===== config.mk =====
export PLATFORM = sky130hd
export DESIGN_NAME = acs_sequencer
export DESIGN_NICKNAME = d
export VERILOG_FILES = /design/src/verilog/acs_pkg.sv /design/src/verilog/acs_sequencer.sv
export SDC_FILE = /design/constraint.sdc
export NUM_CORES = 1
export LEC_CHECK = 0
export BUFFER_PORTS_ARGS = -buffer_cell sky130_fd_sc_hd__buf_4
export CORE_MARGIN = 2
export CORE_UTILIZATION = 56
export CTS_BUF_LIST = sky130_fd_sc_hd__clkbuf_4 sky130_fd_sc_hd__clkbuf_8
export DETAILED_ROUTE_END_ITERATION = 16
export PLACE_DENSITY_LB_ADDON = 0.2
export SYNTH_ARGS = -nofsm -noshare
export SYNTH_HDL_FRONTEND = slang
export SYNTH_SLANG_ARGS = --single-unit

===== constraint.sdc =====
create_clock -name i_core_clk -period 1.8 [get_ports i_core_clk]
set_input_delay 0.36 -clock i_core_clk [delete_from_list [all_inputs] [get_ports i_core_clk]]
set_output_delay 0.36 -clock i_core_clk [all_outputs]
set_load 0.005 [all_outputs]

===== src/verilog/acs_pkg.sv =====
// Constants, types and register map of the conversion sequencer.
package acs_pkg;

   // Register offsets on the register port.
   localparam logic [7:0] ACS_OFF_CTRL   = 8'h00;
   localparam logic [7:0] ACS_OFF_STAT   = 8'h01;
   localparam logic [7:0] ACS_OFF_RANGE  = 8'h02;
   localparam logic [7:0] ACS_OFF_XTRA   = 8'h03;
   localparam logic [7:0] ACS_OFF_RES0   = 8'h08;

   // Field positions.
   localparam int ACS_CTRL_SRC_BIT   = 0;
   localparam int ACS_CTRL_MODE_LO   = 3;
   localparam int ACS_STAT_XOOR_BIT  = 4;
   localparam int ACS_STAT_BUSY_BIT  = 5;

   // Reset values.
   localparam logic       ACS_RST_SRC  = 1'b0;
   localparam logic [1:0] ACS_RST_MODE = 2'b00;

   // Mode encodings of control bits 4:3.
   localparam logic [1:0] ACS_MODE_SIM    = 2'b00;
   localparam logic [1:0] ACS_MODE_SEQ    = 2'b01;
   localparam logic [1:0] ACS_MODE_OFFCAL = 2'b10;
   localparam logic [1:0] ACS_MODE_GAINCAL = 2'b11;

   // Timing.
   localparam int ACS_CLK_PERIOD_NS = 40;
   localparam int ACS_ADC_DIV       = 4;
   localparam int ACS_CORE_LAT_HALF = 7;
   localparam int ACS_CORE_LAT      = ACS_CORE_LAT_HALF * ACS_ADC_DIV / 2;
   localparam logic [3:0] ACS_LAST_STEP = 4'h8;

   typedef enum logic [1:0] {
      ACS_ST_IDLE = 2'b00,
      ACS_ST_SEQ  = 2'b01,
      ACS_ST_CONT = 2'b10
   } acs_state_t;

   typedef struct packed {
      logic       valid;
      logic       xtra;
      logic       last;
      logic [2:0] chan;
   } acs_tag_t;

endpackage


===== src/verilog/acs_sequencer.sv =====
// Conversion sequencer: start select, hold/mux control, result registers.
//
// Implementation choices: the register addresses and the address-and-strobe port.
`timescale 1ns/1ps
module acs_sequencer
   import acs_pkg::*;
(
   // Clock and reset
   input  wire logic        i_core_clk,
   input  wire logic        i_nrst,
   // Register port
   input  wire logic [7:0]  i_addr,
   input  wire logic [15:0] i_wdata,
   input  wire logic        i_wr,
   input  wire logic        i_rd,
   output logic      [15:0] o_rdata,
   // Start sources
   input  wire logic        i_pwm_period_sync,
   input  wire logic        i_ext_start_pin,
   // Converter core result
   input  wire logic [11:0] i_core_data,
   input  wire logic        i_core_out_of_range,
   // Analog front end control
   output logic             o_adc_clk,
   output logic      [1:0]  o_mux_sel_a,
   output logic      [1:0]  o_mux_sel_b,
   output logic             o_sample_a,
   output logic             o_sample_b,
   output logic             o_core_feed,
   output logic             o_core_src_b,
   output logic             o_cal_offset,
   output logic             o_cal_gain,
   // Status
   output logic             o_seq_busy,
   output logic             o_conv_irq
);

   typedef struct packed {
      logic [1:0]                 phase;
      logic                       adc_clk;
      logic [1:0]                 ext_sync;
      logic                       ext_prev;
      logic                       pwm_prev;
      logic                       start_pend;
      acs_state_t                 state;
      logic [3:0]                 step;
      logic                       start_src;
      logic [1:0]                 mode;
      logic [1:0]                 run_mode;
      logic [3:0]                 pair_done;
      logic                       xtra_oor;
      logic [7:0]                 range_flags;
      logic [15:0]                xtra;
      logic [7:0][15:0]           result;
      logic [ACS_CORE_LAT-1:0][5:0] pipe;
      logic [1:0]                 mux_a;
      logic [1:0]                 mux_b;
      logic                       sample_a;
      logic                       sample_b;
      logic                       feed;
      logic                       src_b;
      acs_tag_t                   feed_tag;
      logic                       cal_offset;
      logic                       cal_gain;
      logic                       irq;
      logic [15:0]                rdata;
   } acs_regs_t;

   acs_regs_t r_reg;
   acs_regs_t r_next;

   // Channel fed into the core at a given step; simultaneous order is
   // 0,4,1,5,2,6,3,7 because the A hold is drained before the B hold.
   function automatic logic [2:0] acs_feed_chan(input logic       seq,
                                                input logic [3:0] step);
      logic [3:0] idx;
      idx = step - 4'h1;
      return seq ? idx[2:0] : {idx[0], idx[2:1]};
   endfunction

   function automatic logic acs_is_result(input logic [7:0] addr);
      return addr[7:3] == ACS_OFF_RES0[7:3];
   endfunction

   always_comb begin
      logic       tick;
      logic       rise;
      logic       seq_mode;
      logic [2:0] ch;
      acs_tag_t   out_tag;
      tick     = 1'b0;
      rise     = 1'b0;
      seq_mode = 1'b0;
      ch       = 3'h0;
      out_tag  = acs_tag_t'(r_reg.pipe[ACS_CORE_LAT-1]);
      r_next   = r_reg;

      // Fixed divide by four; the converter clock edge is phase 3.
      r_next.phase   = r_reg.phase + 2'h1;
      r_next.adc_clk = r_next.phase[1];
      tick           = (r_reg.phase == 2'h3);

      // Pin start: two flops, then edge detect on the second only.
      r_next.ext_sync = {r_reg.ext_sync[0], i_ext_start_pin};
      r_next.ext_prev = r_reg.ext_sync[1];
      r_next.pwm_prev = i_pwm_period_sync;
      if (r_reg.start_src) begin
         rise = r_reg.ext_sync[1] & ~r_reg.ext_prev;
      end else begin
         rise = i_pwm_period_sync & ~r_reg.pwm_prev;
      end
      // Edges during a running sequence are dropped, not queued.
      if (rise && (r_reg.state != ACS_ST_SEQ)) begin
         r_next.start_pend = 1'b1;
      end

      // Register writes; only the control register is writable.
      if (i_wr && (i_addr == ACS_OFF_CTRL)) begin
         r_next.start_src = i_wdata[ACS_CTRL_SRC_BIT];
         r_next.mode      = i_wdata[ACS_CTRL_MODE_LO+1:ACS_CTRL_MODE_LO];
      end
      r_next.cal_offset = (r_next.mode == ACS_MODE_OFFCAL);
      r_next.cal_gain   = (r_next.mode == ACS_MODE_GAINCAL);

      // Strobes last one core clock.
      r_next.sample_a = 1'b0;
      r_next.sample_b = 1'b0;
      r_next.feed     = 1'b0;
      r_next.feed_tag = '0;
      r_next.irq      = 1'b0;
      seq_mode        = (r_reg.run_mode == ACS_MODE_SEQ);

      if (tick) begin
         unique case (r_reg.state)
            ACS_ST_IDLE, ACS_ST_CONT: begin
               if (r_reg.start_pend) begin
                  // Step 0: first sample right on the next converter edge.
                  r_next.start_pend = 1'b0;
                  r_next.state      = ACS_ST_SEQ;
                  r_next.run_mode   = r_reg.mode;
                  r_next.pair_done  = 4'h0;
                  r_next.step       = 4'h1;
                  r_next.mux_a      = 2'h0;
                  r_next.mux_b      = 2'h0;
                  r_next.sample_a   = 1'b1;
                  r_next.sample_b   = (r_reg.mode != ACS_MODE_SEQ);
               end else if (r_reg.state == ACS_ST_CONT) begin
                  // Input 0 each converter clock; the first tick only primes.
                  r_next.mux_a    = 2'h0;
                  r_next.sample_a = 1'b1;
                  r_next.step     = 4'h1;
                  if (r_reg.step != 4'h0) begin
                     r_next.feed     = 1'b1;
                     r_next.src_b    = 1'b0;
                     r_next.feed_tag = '{valid: 1'b1, xtra: 1'b1,
                                         last: 1'b0, chan: 3'h0};
                  end
               end
            end
            ACS_ST_SEQ: begin
               // Feed the previously held sample into the core.
               ch              = acs_feed_chan(seq_mode, r_reg.step);
               r_next.feed     = 1'b1;
               r_next.src_b    = ch[2];
               r_next.feed_tag = '{valid: 1'b1, xtra: 1'b0,
                                   last: (r_reg.step == ACS_LAST_STEP),
                                   chan: ch};
               if (seq_mode && (r_reg.step < ACS_LAST_STEP)) begin
                  // One input per converter clock, ascending.
                  r_next.mux_a    = r_reg.step[1:0];
                  r_next.mux_b    = r_reg.step[1:0];
                  r_next.sample_a = ~r_reg.step[2];
                  r_next.sample_b = r_reg.step[2];
               end else if (!seq_mode && !r_reg.step[0] &&
                            (r_reg.step < ACS_LAST_STEP)) begin
                  // Next pair two converter clocks after the previous one.
                  r_next.mux_a    = r_reg.step[2:1];
                  r_next.mux_b    = r_reg.step[2:1];
                  r_next.sample_a = 1'b1;
                  r_next.sample_b = 1'b1;
               end
               if (r_reg.step == ACS_LAST_STEP) begin
                  r_next.state = ACS_ST_CONT;
                  r_next.step  = 4'h0;
               end else begin
                  r_next.step = r_reg.step + 4'h1;
               end
            end
            default: begin
               r_next.state = ACS_ST_IDLE;
               r_next.step  = 4'h0;
            end
         endcase
      end

      // Core latency line: the tag leaves as the core result is valid.
      r_next.pipe[0] = r_reg.feed ? 6'(r_reg.feed_tag) : 6'h00;
      for (int i = 1; i < ACS_CORE_LAT; i++) begin
         r_next.pipe[i] = r_reg.pipe[i-1];
      end

      // Capture runs after the start clear so a completing pair wins.
      if (out_tag.valid) begin
         if (out_tag.xtra) begin
            r_next.xtra     = {i_core_data, 4'h0};
            r_next.xtra_oor = i_core_out_of_range;
         end else begin
            r_next.result[out_tag.chan] = {i_core_data, 4'h0};
            r_next.range_flags[out_tag.chan] = i_core_out_of_range;
            if (out_tag.chan[2] && (r_reg.run_mode != ACS_MODE_SEQ)) begin
               r_next.pair_done[out_tag.chan[1:0]] = 1'b1;
            end
            r_next.irq = out_tag.last;
         end
      end

      // Read data stand only in the cycle after the read strobe.
      r_next.rdata = 16'h0000;
      if (i_rd) begin
         if (acs_is_result(i_addr)) begin
            r_next.rdata = r_reg.result[i_addr[2:0]];
         end else if (i_addr == ACS_OFF_CTRL) begin
            r_next.rdata[ACS_CTRL_SRC_BIT] = r_reg.start_src;
            r_next.rdata[ACS_CTRL_MODE_LO+1:ACS_CTRL_MODE_LO] = r_reg.mode;
         end else if (i_addr == ACS_OFF_STAT) begin
            r_next.rdata[3:0] = r_reg.pair_done;
            r_next.rdata[ACS_STAT_XOOR_BIT] = r_reg.xtra_oor;
            r_next.rdata[ACS_STAT_BUSY_BIT] = (r_reg.state == ACS_ST_SEQ);
         end else if (i_addr == ACS_OFF_RANGE) begin
            r_next.rdata[7:0] = r_reg.range_flags;
         end else if (i_addr == ACS_OFF_XTRA) begin
            r_next.rdata = r_reg.xtra;
         end
      end
   end

   always_ff @(posedge i_core_clk) begin
      if (!i_nrst) begin
         r_reg           <= '0;
         r_reg.start_src <= ACS_RST_SRC;
         r_reg.mode      <= ACS_RST_MODE;
         r_reg.run_mode  <= ACS_RST_MODE;
         r_reg.state     <= ACS_ST_IDLE;
      end else begin
         r_reg <= r_next;
      end
   end

   assign o_rdata      = r_reg.rdata;
   assign o_adc_clk    = r_reg.adc_clk;
   assign o_mux_sel_a  = r_reg.mux_a;
   assign o_mux_sel_b  = r_reg.mux_b;
   assign o_sample_a   = r_reg.sample_a;
   assign o_sample_b   = r_reg.sample_b;
   assign o_core_feed  = r_reg.feed;
   assign o_core_src_b = r_reg.src_b;
   assign o_cal_offset = r_reg.cal_offset;
   assign o_cal_gain   = r_reg.cal_gain;
   assign o_seq_busy   = (r_reg.state == ACS_ST_SEQ);
   assign o_conv_irq   = r_reg.irq;

endmodule


==> metrics.md, run 1 <==
| Metric | Value |
|---|---|
| Status | completed |
| Placer congestion estimate | between 0.9 and 1 |
| Slew margin rel. | roughly 57% |
| Worst EP arrival | 1.35 ns |
| Fraction of layout cells with a size suffix above 1 | 21.4% |
| Leakage | 5.02 nW |
| Htree depth | 2 |
| Hold Vio Cnt, Final | 0 |
| HPWL Detailed | between 15,000 and 20,000 µm |
| Clock Latency Late Sink | 0.56 ns |
| Number of global-route vias before repair | around 7,700 |
| Total placed instance area | about 11,000 µm² |
| WL/cell | 17.3 µm |
| Setup TNS | 0 ns |
| Port bufs | just under 60 |
| Clk sinks | around 290 |
| Starting Density | between 50% and 60% |
| Worst Clk Skew | between 0.02 and 0.025 ns |
| Largest net degree at the start of global routing | 51 |
| Area of the core | 18,600 µm² |
| Slowest cell on crit path | dfxtp_2 |
| Remaining Overflow, GRT | 0 |
| CTS tree | done |
| Die area | 20,100 µm² |
| Post-synthesis register bit count | between 200 and 300 |
| Buf/Inv on CP | 2 |
| Initial DRT Pass Iterations | 6 |
| Clock tree buffer depth | 3 |
| Iteration-0 DRC count of the detailed router | just over 700 |
| WP data required | approximately 1.4 ns |
| RSZ-0062 raised after global routing | false |
| FP Rows | 50 |
| Max_cap viols | 0 |
| Synth top area share | a little over half |
| Min Hold Slack | 0.0384 ns |
| Layout Nets | roughly 1,200 |
| Critical Path Most Common Cell | buf_4 |
| Vias post-DR | 7,964 |
| Final setup violation count | 0 |
| Setup WS pre-CTS | -0.0929 ns |
| GRT Overall Usage | around 25% |
| Cell area after synthesis | between 10,000 and 15,000 µm² |
| Via density | approximately 5.6 |
| YS warnings | 0 |
| Commonest cells in the synthesized netlist | dfxtp_1 (287), nand2_1 (209), a21oi_1 (120) |
| Pwr/cell area | between 1000 and 1500 nW/µm² |
| Design area | between 10,000 and 15,000 µm² |
| CTS clock-pin slew for the worst setup and hold paths | 0.06 ns |
| Yosys cell types | 56 |
| Ranking of synthesized cells by area | dfxtp_1 (54%), nand2_1 (7.4%), mux4_2 (6.4%) |
| Die span in y | 142 µm |
| CP Capture Type | output pin |
| Crit Path Max Fanout | 8 |
| Final setup margin | about 0.09 ns |
| Peak Freq | 0.585 GHz |
| Top FF cell, synth | dfxtp_1 |
| Final Cycle Share | between 90% and 100% |
| Post-synth EDFFs | 0 |
| Post-synth top area cell | dfxtp_1 |
| Synthesized area per cell | 9.74 µm² |
| Io pins | a little over 70 |
| Cell chain of the critical path | nor2b_4 -> buf_4 -> buf_4 |
| Area growth syn-to-layout | 17.4% |
| Antenna Cells | 0 |
| Crit path launch type | flop |
| Worst setup path class | flop to output pin |
| Sequential area share after synthesis | between 50% and 60% |
| Total CTS buffers | 46 |
| Peak VDD IR | a little over 0.0008 V |
| Routed WL | 24,700 µm |
| Syn nets | approximately 1,100 |
| Pwr Total | 12.7 mW |
| Worst Tran Pin Value | roughly 0.65 ns |
| Clock root cell | clkbuf_8 |
| Critical path's largest stage delay | between 0.4 and 0.5 ns |
| DIE WIDTH | 142 µm |
| Top Family by Delay on Critical Path | flip-flops |
| Initial antenna violation count | 0 |
| Max-slew violations | 0 |
| Async SR Flop Fraction | 0% |
| Residual DRC count | 0 |
| Syn Inst Count | 1,090 |
| Fin crit period | 1.71 ns |
| Most common cell in the netlist | dfxtp_1 |
| Global-route wire length before repair | around 40,000 µm |
| Worst Hold Class | input port to flop |
| ANT nets after route | 0 |
[area by class of cell]
class                   instances  area (µm²)
multi-input cells             689        4320
inverters                       9        35.0
clock inverters                 5        33.8
clock buffers                  79         968
well taps                     234         293
fillers                      1498        6170
flip-flops and latches        287        5750
repair buffers                123        1080
[cells in the final DEF (no fill, tap or decap), types with 12 or more instances in the layout]
cell	count
dfxtp_1	286
buf_12	12
clkbuf_4	19
a21oi_1	120
clkbuf_8	60
mux4_2	30
nand2_1	209
mux2i_1	20
nor2b_1	13
nor2_1	36
and2_1	91
and3_1	40
buf_4	110
nand3_1	42
[report_power, final]
| group | internal [mW] | switching, mW |
|---|---|---|
| registers | 6.37 | 0.00653 |
| clock network | 3.38 | 2.47 |
| logic | 0.173 | 0.264 |
| total | 9.92 | 2.74 |
[per-layer routing]
layer	part of all wire, %	GRT usage, %	up-vias
met5	0	0	-
met2	46	39.2	297
met4	2.9	10.1	0
met3	8.9	5.70	62
li1	-	-	3817
met1	43	33.9	3788
[cell families after synthesis]
kind of cell | count (synthesis) | share of synthesized area [%]
buffers and inverters | 114 | 5.35
adder cells (fa/ha/maj) | 3 | 0.354
flip-flops | 287 | 54.1
AND/OR/NAND/NOR | 458 | 21.3
AO/OA/AOI/OAI | 171 | 9.53
multiplexers | 56 | 9.31
XOR/XNOR | 1 | 0.0825
[what timing repair did]
item | 4_1_cts | 5_1_grt
endpoints found under the setup margin | 1 | 1
hold buffers | 1 | 0
hold endpoints to repair | 1 | 0
gates resized for setup | 3 | 1
setup buffers | 1 | 0
[path summary, 6_finish.rpt]
| kind | startpoint | to | slack, ns | depth (start not counted) |
|---|---|---|---|---|
| worst max-delay path | r_reg[284] | o_seq_busy | 0.09 | 3 |
| worst min-delay path | i_pwm_period_sync | r_reg[286] | 0.04 | 2 |
| worst max register to register | r_reg[292] | r_reg[282] | 0.16 | 4 |
| worst min register to register | r_next[57] | r_next[63] | 0.42 | 1 |
[metrics by stage]
step	util [%]	instances
after floorplan	-	1090
after global placement	61.4	1340
after detailed placement	61.4	1340
after CTS	66.9	1426
after global routing	66.9	1426
final	66.9	1426
Power figures use the tool's default switching activity.
==> run 2, diff against run 1 <==
--- a/config.mk
+++ b/config.mk
@@ -7,10 +7,10 @@
 export LEC_CHECK = 0
 export BUFFER_PORTS_ARGS = -buffer_cell sky130_fd_sc_hd__buf_4
 export CORE_MARGIN = 2
-export CORE_UTILIZATION = 56
-export CTS_BUF_LIST = sky130_fd_sc_hd__clkbuf_4 sky130_fd_sc_hd__clkbuf_8
+export CORE_UTILIZATION = 54
+export CTS_BUF_LIST = sky130_fd_sc_hd__clkbuf_16
 export DETAILED_ROUTE_END_ITERATION = 16
-export PLACE_DENSITY_LB_ADDON = 0.2
+export PLACE_DENSITY = 0.83
 export SYNTH_ARGS = -nofsm -noshare
 export SYNTH_HDL_FRONTEND = slang
 export SYNTH_SLANG_ARGS = --single-unit
==> run 2 against run 1 <==
  * Combinational power down 5.3%
  * Total power down 2.0%
  * Via count up 2.0%
  * Global-route usage down 0.12 points
  * Sequential share of layout area up 0.36 points
  * Core utilization down 3.1 points
  * Wire length up 2.8%
  * Critical path type unchanged
  * Critical endpoint unchanged
==> metrics.md, run 2 (synthesis gave the netlist of run 1 again) <==
| Metric | Value |
|---|---|
| Worst Clk Skew | 0.00625 ns (-0.0157 ns) |
| Global-route wire length before repair | 40,600 µm (+1.7%) |
| FP Rows | 51 (+2.0%) |
| Vias post-DR | 8,121 (+2.0%) |
| Clock root cell | clkbuf_16 |
| Antenna Cells | 0 (unchanged) |
| Layout Cells excl Fill | 1,432 (+0.42%) |
| Cell chain of the critical path | nor2b_4 -> buf_4 -> buf_4 |
| HPWL Detailed | 16,200 µm (+1.1%) |
| Total CTS buffers | 28 (-39%) |
| Worst Hold Class | input port to flop |
| WL/cell | 17.7 µm (+2.4%) |
| Peak VDD IR | 0.000802 V (-1.2%) |
| GRT Overall Usage | 25.0% (-0.12 points) |
| Crit Path Max Fanout | 8 (unchanged) |
| RSZ-0062 raised after global routing | false |
| Critical path's largest stage delay | 0.37 ns (-0.05 ns) |
| Placer congestion estimate | 0.980 (+8.1%) |
| Fraction of layout cells with a size suffix above 1 | 18.8% (-2.6 points) |
| Status | completed |
| Die area | 20,800 µm² (+3.6%) |
| Starting Density | 54.7% (-2.2 points) |
| Leakage | 4.92 nW (-1.9%) |
| Pwr/cell area | 1000 nW/µm² (-1.2%) |
| Clk sinks | 287 (unchanged) |
| CTS clock-pin slew for the worst setup and hold paths | 0.06 ns (about the same) |
| Clock Latency Late Sink | 0.54 ns (-0.02 ns) |
| Hold buffer count at CTS | 0 (-1) |
| Initial antenna violation count | 0 (unchanged) |
| R2r worst-path depth | 6 (+2) |
| Peak Freq | 0.581 GHz (-0.70%) |
| Hold Vio Cnt, Final | 0 (unchanged) |
| CTS tree | done |
| Area of the core | 19,400 µm² (+4.1%) |
| Most frequent cells in the layout | dfxtp_1 (286), nand2_1 (209), buf_4 (126), a21oi_1 (120), and2_1 (91) |
| DIE WIDTH | 144 µm (+1.8%) |
| Met2 Usage GRT | 42.3% (+3.1 points) |
| Worst setup path class | flop to output pin |
| Final setup violation count | 0 (unchanged) |
| Setup TNS | 0 ns (unchanged) |
| Hold path depth | 2 (unchanged) |
| WP data required | 1.44 ns (about the same) |
| Most common cell after layout, fill and taps aside | dfxtp_1 |
| Met3 usage in global routing | 6.66% (+0.95 points) |
| Routed WL | 25,400 µm (+2.8%) |
| Port bufs | 58 (unchanged) |
| CP Capture Type | output pin |
| Number of global-route vias before repair | 8,064 (+5.1%) |
| ANT nets after route | 0 (unchanged) |
| Die span in y | 144 µm (+1.8%) |
| Residual DRC count | 0 (unchanged) |
| Slowest cell on crit path | dfxtp_2 |
| Crit path launch type | flop |
| Via density | 5.67 (+1.5%) |
| Layout Nets | 1,192 (-0.83%) |
| Area growth syn-to-layout | 16.5% |
| Worst Tran Pin Value | 0.480 ns (-0.167 ns) |
| Initial DRT Pass Iterations | 5 (-1) |
| Critical Path Most Common Cell | buf_4 |
| Iteration-0 DRC count of the detailed router | 733 (+2.7%) |
| Final Cycle Share | 95.7% (+0.67 points) |
| Pwr Total | 12.4 mW (-2.0%) |
| Clock tree buffer depth | 3 (unchanged) |
| Slew margin rel. | 68.0% (+11 points) |
| Fin crit period | 1.72 ns (+0.0120 ns) |
| FILL cells | 1,527 (+1.9%) |
| Placed cells | 1,381 (+3.1%) |
| Remaining Overflow, GRT | 0 (unchanged) |
| Htree depth | 1 (-1) |
| M1 GR Usage | 30.7% (-3.2 points) |
| Grt peak-use layer | met2 |
| Io pins | 72 (unchanged) |
| Largest net degree at the start of global routing | 103 (+100%) |
| Max_cap viols | 0 (unchanged) |
| Worst EP arrival | 1.36 ns (about the same) |
| Max-slew violations | 0 (unchanged) |
run 2: changes by cell type in the layout (fill, tap and decap cells not counted), moves of 2 or more:
cell | before | now
clkinv_1 | 0 | 10
clkbuf_8 | 60 | 0
clkbuf_4 | 19 | 0
buf_12 | 12 | 5
bufinv_16 | 0 | 3
clkbuf_16 | 0 | 28
clkinvlp_4 | 2 | 4
buf_4 | 110 | 126
inv_1 | 7 | 9
run 2: power breakdown:
| group | internal [mW] | switching [mW] |
|---|---|---|
| Sequential | 6.36 | 0.00545 |
| Clock | 3.26 | 2.37 |
| Combinational | 0.155 | 0.259 |
run 2: critical path: cells and delay by family, from the launching register on:
family,cells,cell delay (ns)
AND/OR/NAND/NOR,1,0.17
flip-flops,1,0.37
buffers and inverters,2,0.29
run 2: routing by layer:
metal / wire length, µm / share of wire [%]
met5: 0 / 0
met4: 837 / 3.3
met2: 12100 / 48
met3: 2610 / 10
met1: 9850 / 39
run 2: worst paths after layout:
kind	start	endpoint	slack, ns
setup / recovery	r_reg[284]	o_seq_busy	0.08
hold / removal	i_ext_start_pin	r_next[289]	0.04
setup reg to reg	r_reg[116]	flop	0.13
hold reg to reg	r_reg[291]	r_reg[291]	0.42
run 2: per-stage QoR:
step	area (µm²)	hold slack (ns)	util (%)	setup slack, ns
floorplan	10600	0.397	-	0.0805
global placement	11500	0.411	59.1	-0.205
detailed placement	11500	0.415	59.1	-0.184
CTS	12400	0.0307	63.8	0.0611
global route	12400	0.0431	63.8	0.0319
finish	12400	0.0443	63.8	0.0779
run 2: what timing repair did:
| item | 4_1_cts | 5_1_grt |
|---|---|---|
| setup endpoints to repair | 1 | 0 |
| resized for setup | 3 | 0 |
| buffers inserted | 0 | 0 |
run 2: layout make-up:
cell class | count | area [µm²] | area share, %
Clock buffer | 28 | 701 | 5.66
Clock inverter | 23 | 196 | 1.59
Inverter | 9 | 35.0 | 0.283
Multi-Input combinational cell | 689 | 4320 | 34.9
Sequential cell | 287 | 5750 | 46.4
Tap cell | 265 | 332 | 2.68
Timing Repair Buffer | 131 | 1050 | 8.45
==> run 3, diff against run 2 <==
--- a/config.mk
+++ b/config.mk
@@ -5,10 +5,12 @@
 export SDC_FILE = /design/constraint.sdc
 export NUM_CORES = 1
 export LEC_CHECK = 0
+export ABC_AREA = 1
 export BUFFER_PORTS_ARGS = -buffer_cell sky130_fd_sc_hd__buf_4
 export CORE_MARGIN = 2
 export CORE_UTILIZATION = 54
 export CTS_BUF_LIST = sky130_fd_sc_hd__clkbuf_16
+export CTS_CLUSTER_SIZE = 16
 export DETAILED_ROUTE_END_ITERATION = 16
 export PLACE_DENSITY = 0.83
 export SYNTH_ARGS = -nofsm -noshare
==> run 3 against run 2 <==
  * Worst hold slack lost 0.021 ns
  * Core utilization is essentially flat
  * Clock skew grew 0.0029 ns
  * Die area grew 2.1%
  * Critical path depth is the same
  * Worst setup slack gained 0.024 ns
  * Via count grew 14%
  * Register-to-register slack gained 0.08 ns
  * Largest cell class unchanged
==> metrics.md, run 3 <==
| Metric | Value |
|---|---|
| Synth top area share | 53.0% (-1.2 points) |
| Via density | 5.21 (-8.2%) |
| Cell area after synthesis | 10,900 µm² (+2.2%) |
| CP Capture Type | output pin |
| Htree depth | 1 (unchanged) |
| Peak Freq | 0.589 GHz (+1.4%) |
| CTS tree | done |
| R2r worst-path depth | 7 (+1) |
| Top Family by Delay on Critical Path | flip-flops |
| Placer congestion estimate | 0.906 (-7.6%) |
| WL/cell | 14.5 µm (-18%) |
| Largest net degree at the start of global routing | 90 (-13%) |
| Post-synth EDFFs | 0 (unchanged) |
| Worst Hold Class | input port to flop |
| Fin crit period | 1.70 ns (-0.0239 ns) |
| Crit path launch type | flop |
| Slowest cell on crit path | dfxtp_2 |
| Die area | 21,200 µm² (+2.1%) |
| Peak VDD IR | 0.000723 V (-9.9%) |
| Hold path depth | 3 (+1) |
| Die span in y | 146 µm (+1.1%) |
| Clock tree buffer depth | 3 (unchanged) |
| R2R Path Start | r_reg[116] |
| Final Cycle Share | 94.3% (-1.3 points) |
| Worst Clk Skew | 0.00917 ns (+0.00292 ns) |
| Syn Inst Count | 1,456 (+34%) |
| Status | completed |
| Post-synthesis register bit count | 287 (unchanged) |
| Sequential area share after synthesis | 53.0% (-1.2 points) |
| Worst hold start | i_pwm_period_sync |
| Most common cell after layout, fill and taps aside | dfxtp_1 |
| Iteration-0 DRC count of the detailed router | 709 (-3.3%) |
| Setup TNS | 0 ns (unchanged) |
| Leakage | 5.55 nW (+13%) |
| Sequential power share | 49.0% (-2.3 points) |
| ANT nets after route | 0 (unchanged) |
| Antenna Cells | 0 (unchanged) |
| Top FF cell, synth | dfxtp_1 |
| Pwr Total | 13.0 mW (+4.9%) |
| FP Rows | 51 (unchanged) |
| WHS Endpoint | r_reg[286] |
| Final setup margin | 0.102 ns (+0.0239 ns) |
| Remaining Overflow, GRT | 0 (unchanged) |
| Yosys cell types | 27 (-52%) |
| Residual DRC count | 0 (unchanged) |
| Clock power share | 47.4% (+2.0 points) |
| Vias post-DR | 9,255 (+14%) |
| Critical Path Start | r_reg[283] |
| Initial antenna violation count | 0 (unchanged) |
| Buf/Inv on CP | 2 (unchanged) |
| Fraction of layout cells with a size suffix above 1 | 11.2% (-7.6 points) |
| Starting Density | 55.4% (+0.65 points) |
| GRT Overall Usage | 23.9% (-1.1 points) |
| Most common cell in the netlist | dfxtp_1 |
| Ranking of synthesized cells by area | dfxtp_1 (53%), nor2_1 (8.9%), nand2_1 (7.8%) |
| Commonest cells in the synthesized netlist | dfxtp_1 (287), nor2_1 (256), nand2_1 (225) |
| Worst Tran Pin Value | 0.991 ns (+0.512 ns) |
| HPWL Detailed | 16,400 µm (+1.1%) |
| P_int | 10.3 mW (+5.2%) |
| Global-route wire length before repair | 41,800 µm (+2.9%) |
| Max_cap viols | 0 (unchanged) |
| Clock root cell | clkbuf_16 |
| Number of global-route vias before repair | 8,574 (+6.3%) |
| Routed WL | 25,800 µm (+1.6%) |
| Clock Latency Late Sink | 0.53 ns (about the same) |
| Area of the core | 19,600 µm² (+0.99%) |
| Switching Fraction | 21.0% (-0.24 points) |
| RSZ-0062 raised after global routing | false |
| WP data required | 1.44 ns (about the same) |
| Hold buffer count at CTS | 0 (unchanged) |
| Cell chain of the critical path | inv_2 -> nor2_4 -> buf_4 |
| Pwr/cell area | 1040 nW/µm² (+3.9%) |
| Max-slew violations | 0 (unchanged) |
| Setup WS pre-CTS | 0.189 ns (+0.373 ns) |
| Critical path's largest stage delay | 0.40 ns (+0.03 ns) |
| Post-synth top area cell | dfxtp_1 |
| Crit Path Max Fanout | 6 (-2) |
| Slew margin rel. | 33.8% (-34 points) |
| Syn nets | 1,502 (+32%) |
| Layout Nets | 1,537 (+29%) |
| Worst setup path class | flop to output pin |
| Synthesized area per cell | 7.45 µm² (-23%) |
| Total CTS buffers | 28 (unchanged) |
| Final setup violation count | 0 (unchanged) |
| Io pins | 72 (unchanged) |
| NetSw | 2.73 mW (+3.7%) |
| Combinational power share | 3.7% (+0.4 points) |
| Async SR Flop Fraction | 0% (unchanged) |
| CTS clock-pin slew for the worst setup and hold paths | 0.07 ns (about the same) |
| Utilization after layout | 63.8% (about the same) |
| Most frequent cells in the layout | dfxtp_1 (286), nor2_1 (256), nand2_1 (225), inv_1 (202), o21ai_0 (149) |
| Initial DRT Pass Iterations | 7 (+2) |
| DIE WIDTH | 146 µm (+1.1%) |
| Clk sinks | 287 (unchanged) |
| Port bufs | 58 (unchanged) |
| Worst EP arrival | 1.34 ns (-0.02 ns) |
| Worst reg2reg setup slack | 0.21 ns (+0.08 ns) |
| YS warnings | 0 (unchanged) |
| Area growth syn-to-layout | 15.2% |
| Hold Vio Cnt, Final | 0 (unchanged) |
==> run 3: cell count changes after synthesis, sizes merged, moves of 18 or more <==
cell,previous run,this run
and3,40,0
and2,91,0
nand2,209,227
clkbuf,62,43
a21oi,120,84
nor2,36,264
inv,9,208
mux4,33,0
nor3,3,30
mux2i,20,0
o21ai,7,157
nand3,42,73
==> run 3: logic make-up (layout without fill, tap and decap cells) <==
logic type | after synthesis | count (layout) | share of synthesized area, %
AO/OA/AOI/OAI | 250 | 250 | 11.7
XOR/XNOR | 1 | 1 | 0.0807
adder cells (fa/ha/maj) | 3 | 3 | 0.346
buffers and inverters | 303 | 360 | 11.6
flip-flops | 287 | 287 | 53.0
AND/OR/NAND/NOR | 612 | 612 | 23.4
==> run 3: area by class of cell <==
type	instances	area (µm²)
well taps	265	332
flip-flops and latches	287	5750
inverters	208	781
repair buffers	100	805
clock inverters	23	256
fillers	1620	7090
clock buffers	29	726
multi-input cells	866	3850
==> run 3: power groups by stage <==
stage / sequential, mW / clock, mW / combinational, mW
finish: 6.38 / 6.16 / 0.477
global route: 6.37 / 6.48 / 0.522
CTS: 6.38 / 6.23 / 0.467
detailed placement: 6.52 / 0 / 0.464
global placement: 6.52 / 0 / 0.458
floorplan: 6.52 / 0 / 0.283
==> run 3: how the worst max path moves through the flow <==
stage | slack [ns] | cells past startpoint | endpoint
floorplan | 0.46 | 10 | o_rdata[6]
global placement | 0.22 | 8 | o_rdata[4]
detailed placement | 0.19 | 8 | o_rdata[4]
CTS | 0.04 | 3 | o_seq_busy
global route | 0.05 | 3 | o_seq_busy
finish | 0.10 | 3 | o_seq_busy
==> run 3: tightest hold or removal path, delay by kind of cell <==
| family | cells | cell delay [ns] |
|---|---|---|
| buffers and inverters | 2 | 0.13 |
| AND/OR/NAND/NOR | 1 | 0.04 |
==> run 3: layer usage <==
layer / vias up / global-route usage [%] / part of all wire, %
met4: 0 / 10.2 / 4.4
met3: 83 / 3.64 / 8.2
li1: 4587 / - / -
met2: 403 / 40.5 / 47
met5: - / 0 / 0
met1: 4182 / 30.3 / 41
==> run 3: through the flow <==
step / area (µm²) / hold slack (ns) / instances
after CTS: 12500 / 0.0108 / 1775
final: 12500 / 0.0230 / 1778
after floorplan: 10900 / 0.390 / 1456
after global placement: 11500 / 0.392 / 1723
after global routing: 12500 / 0.0331 / 1778
after detailed placement: 11500 / 0.396 / 1723
==> run 3: timing repair <==
action	in CTS	in global routing
setup endpoints to repair	1	1
gates resized for setup	1	0
pin swaps	0	1
setup buffers	0	3
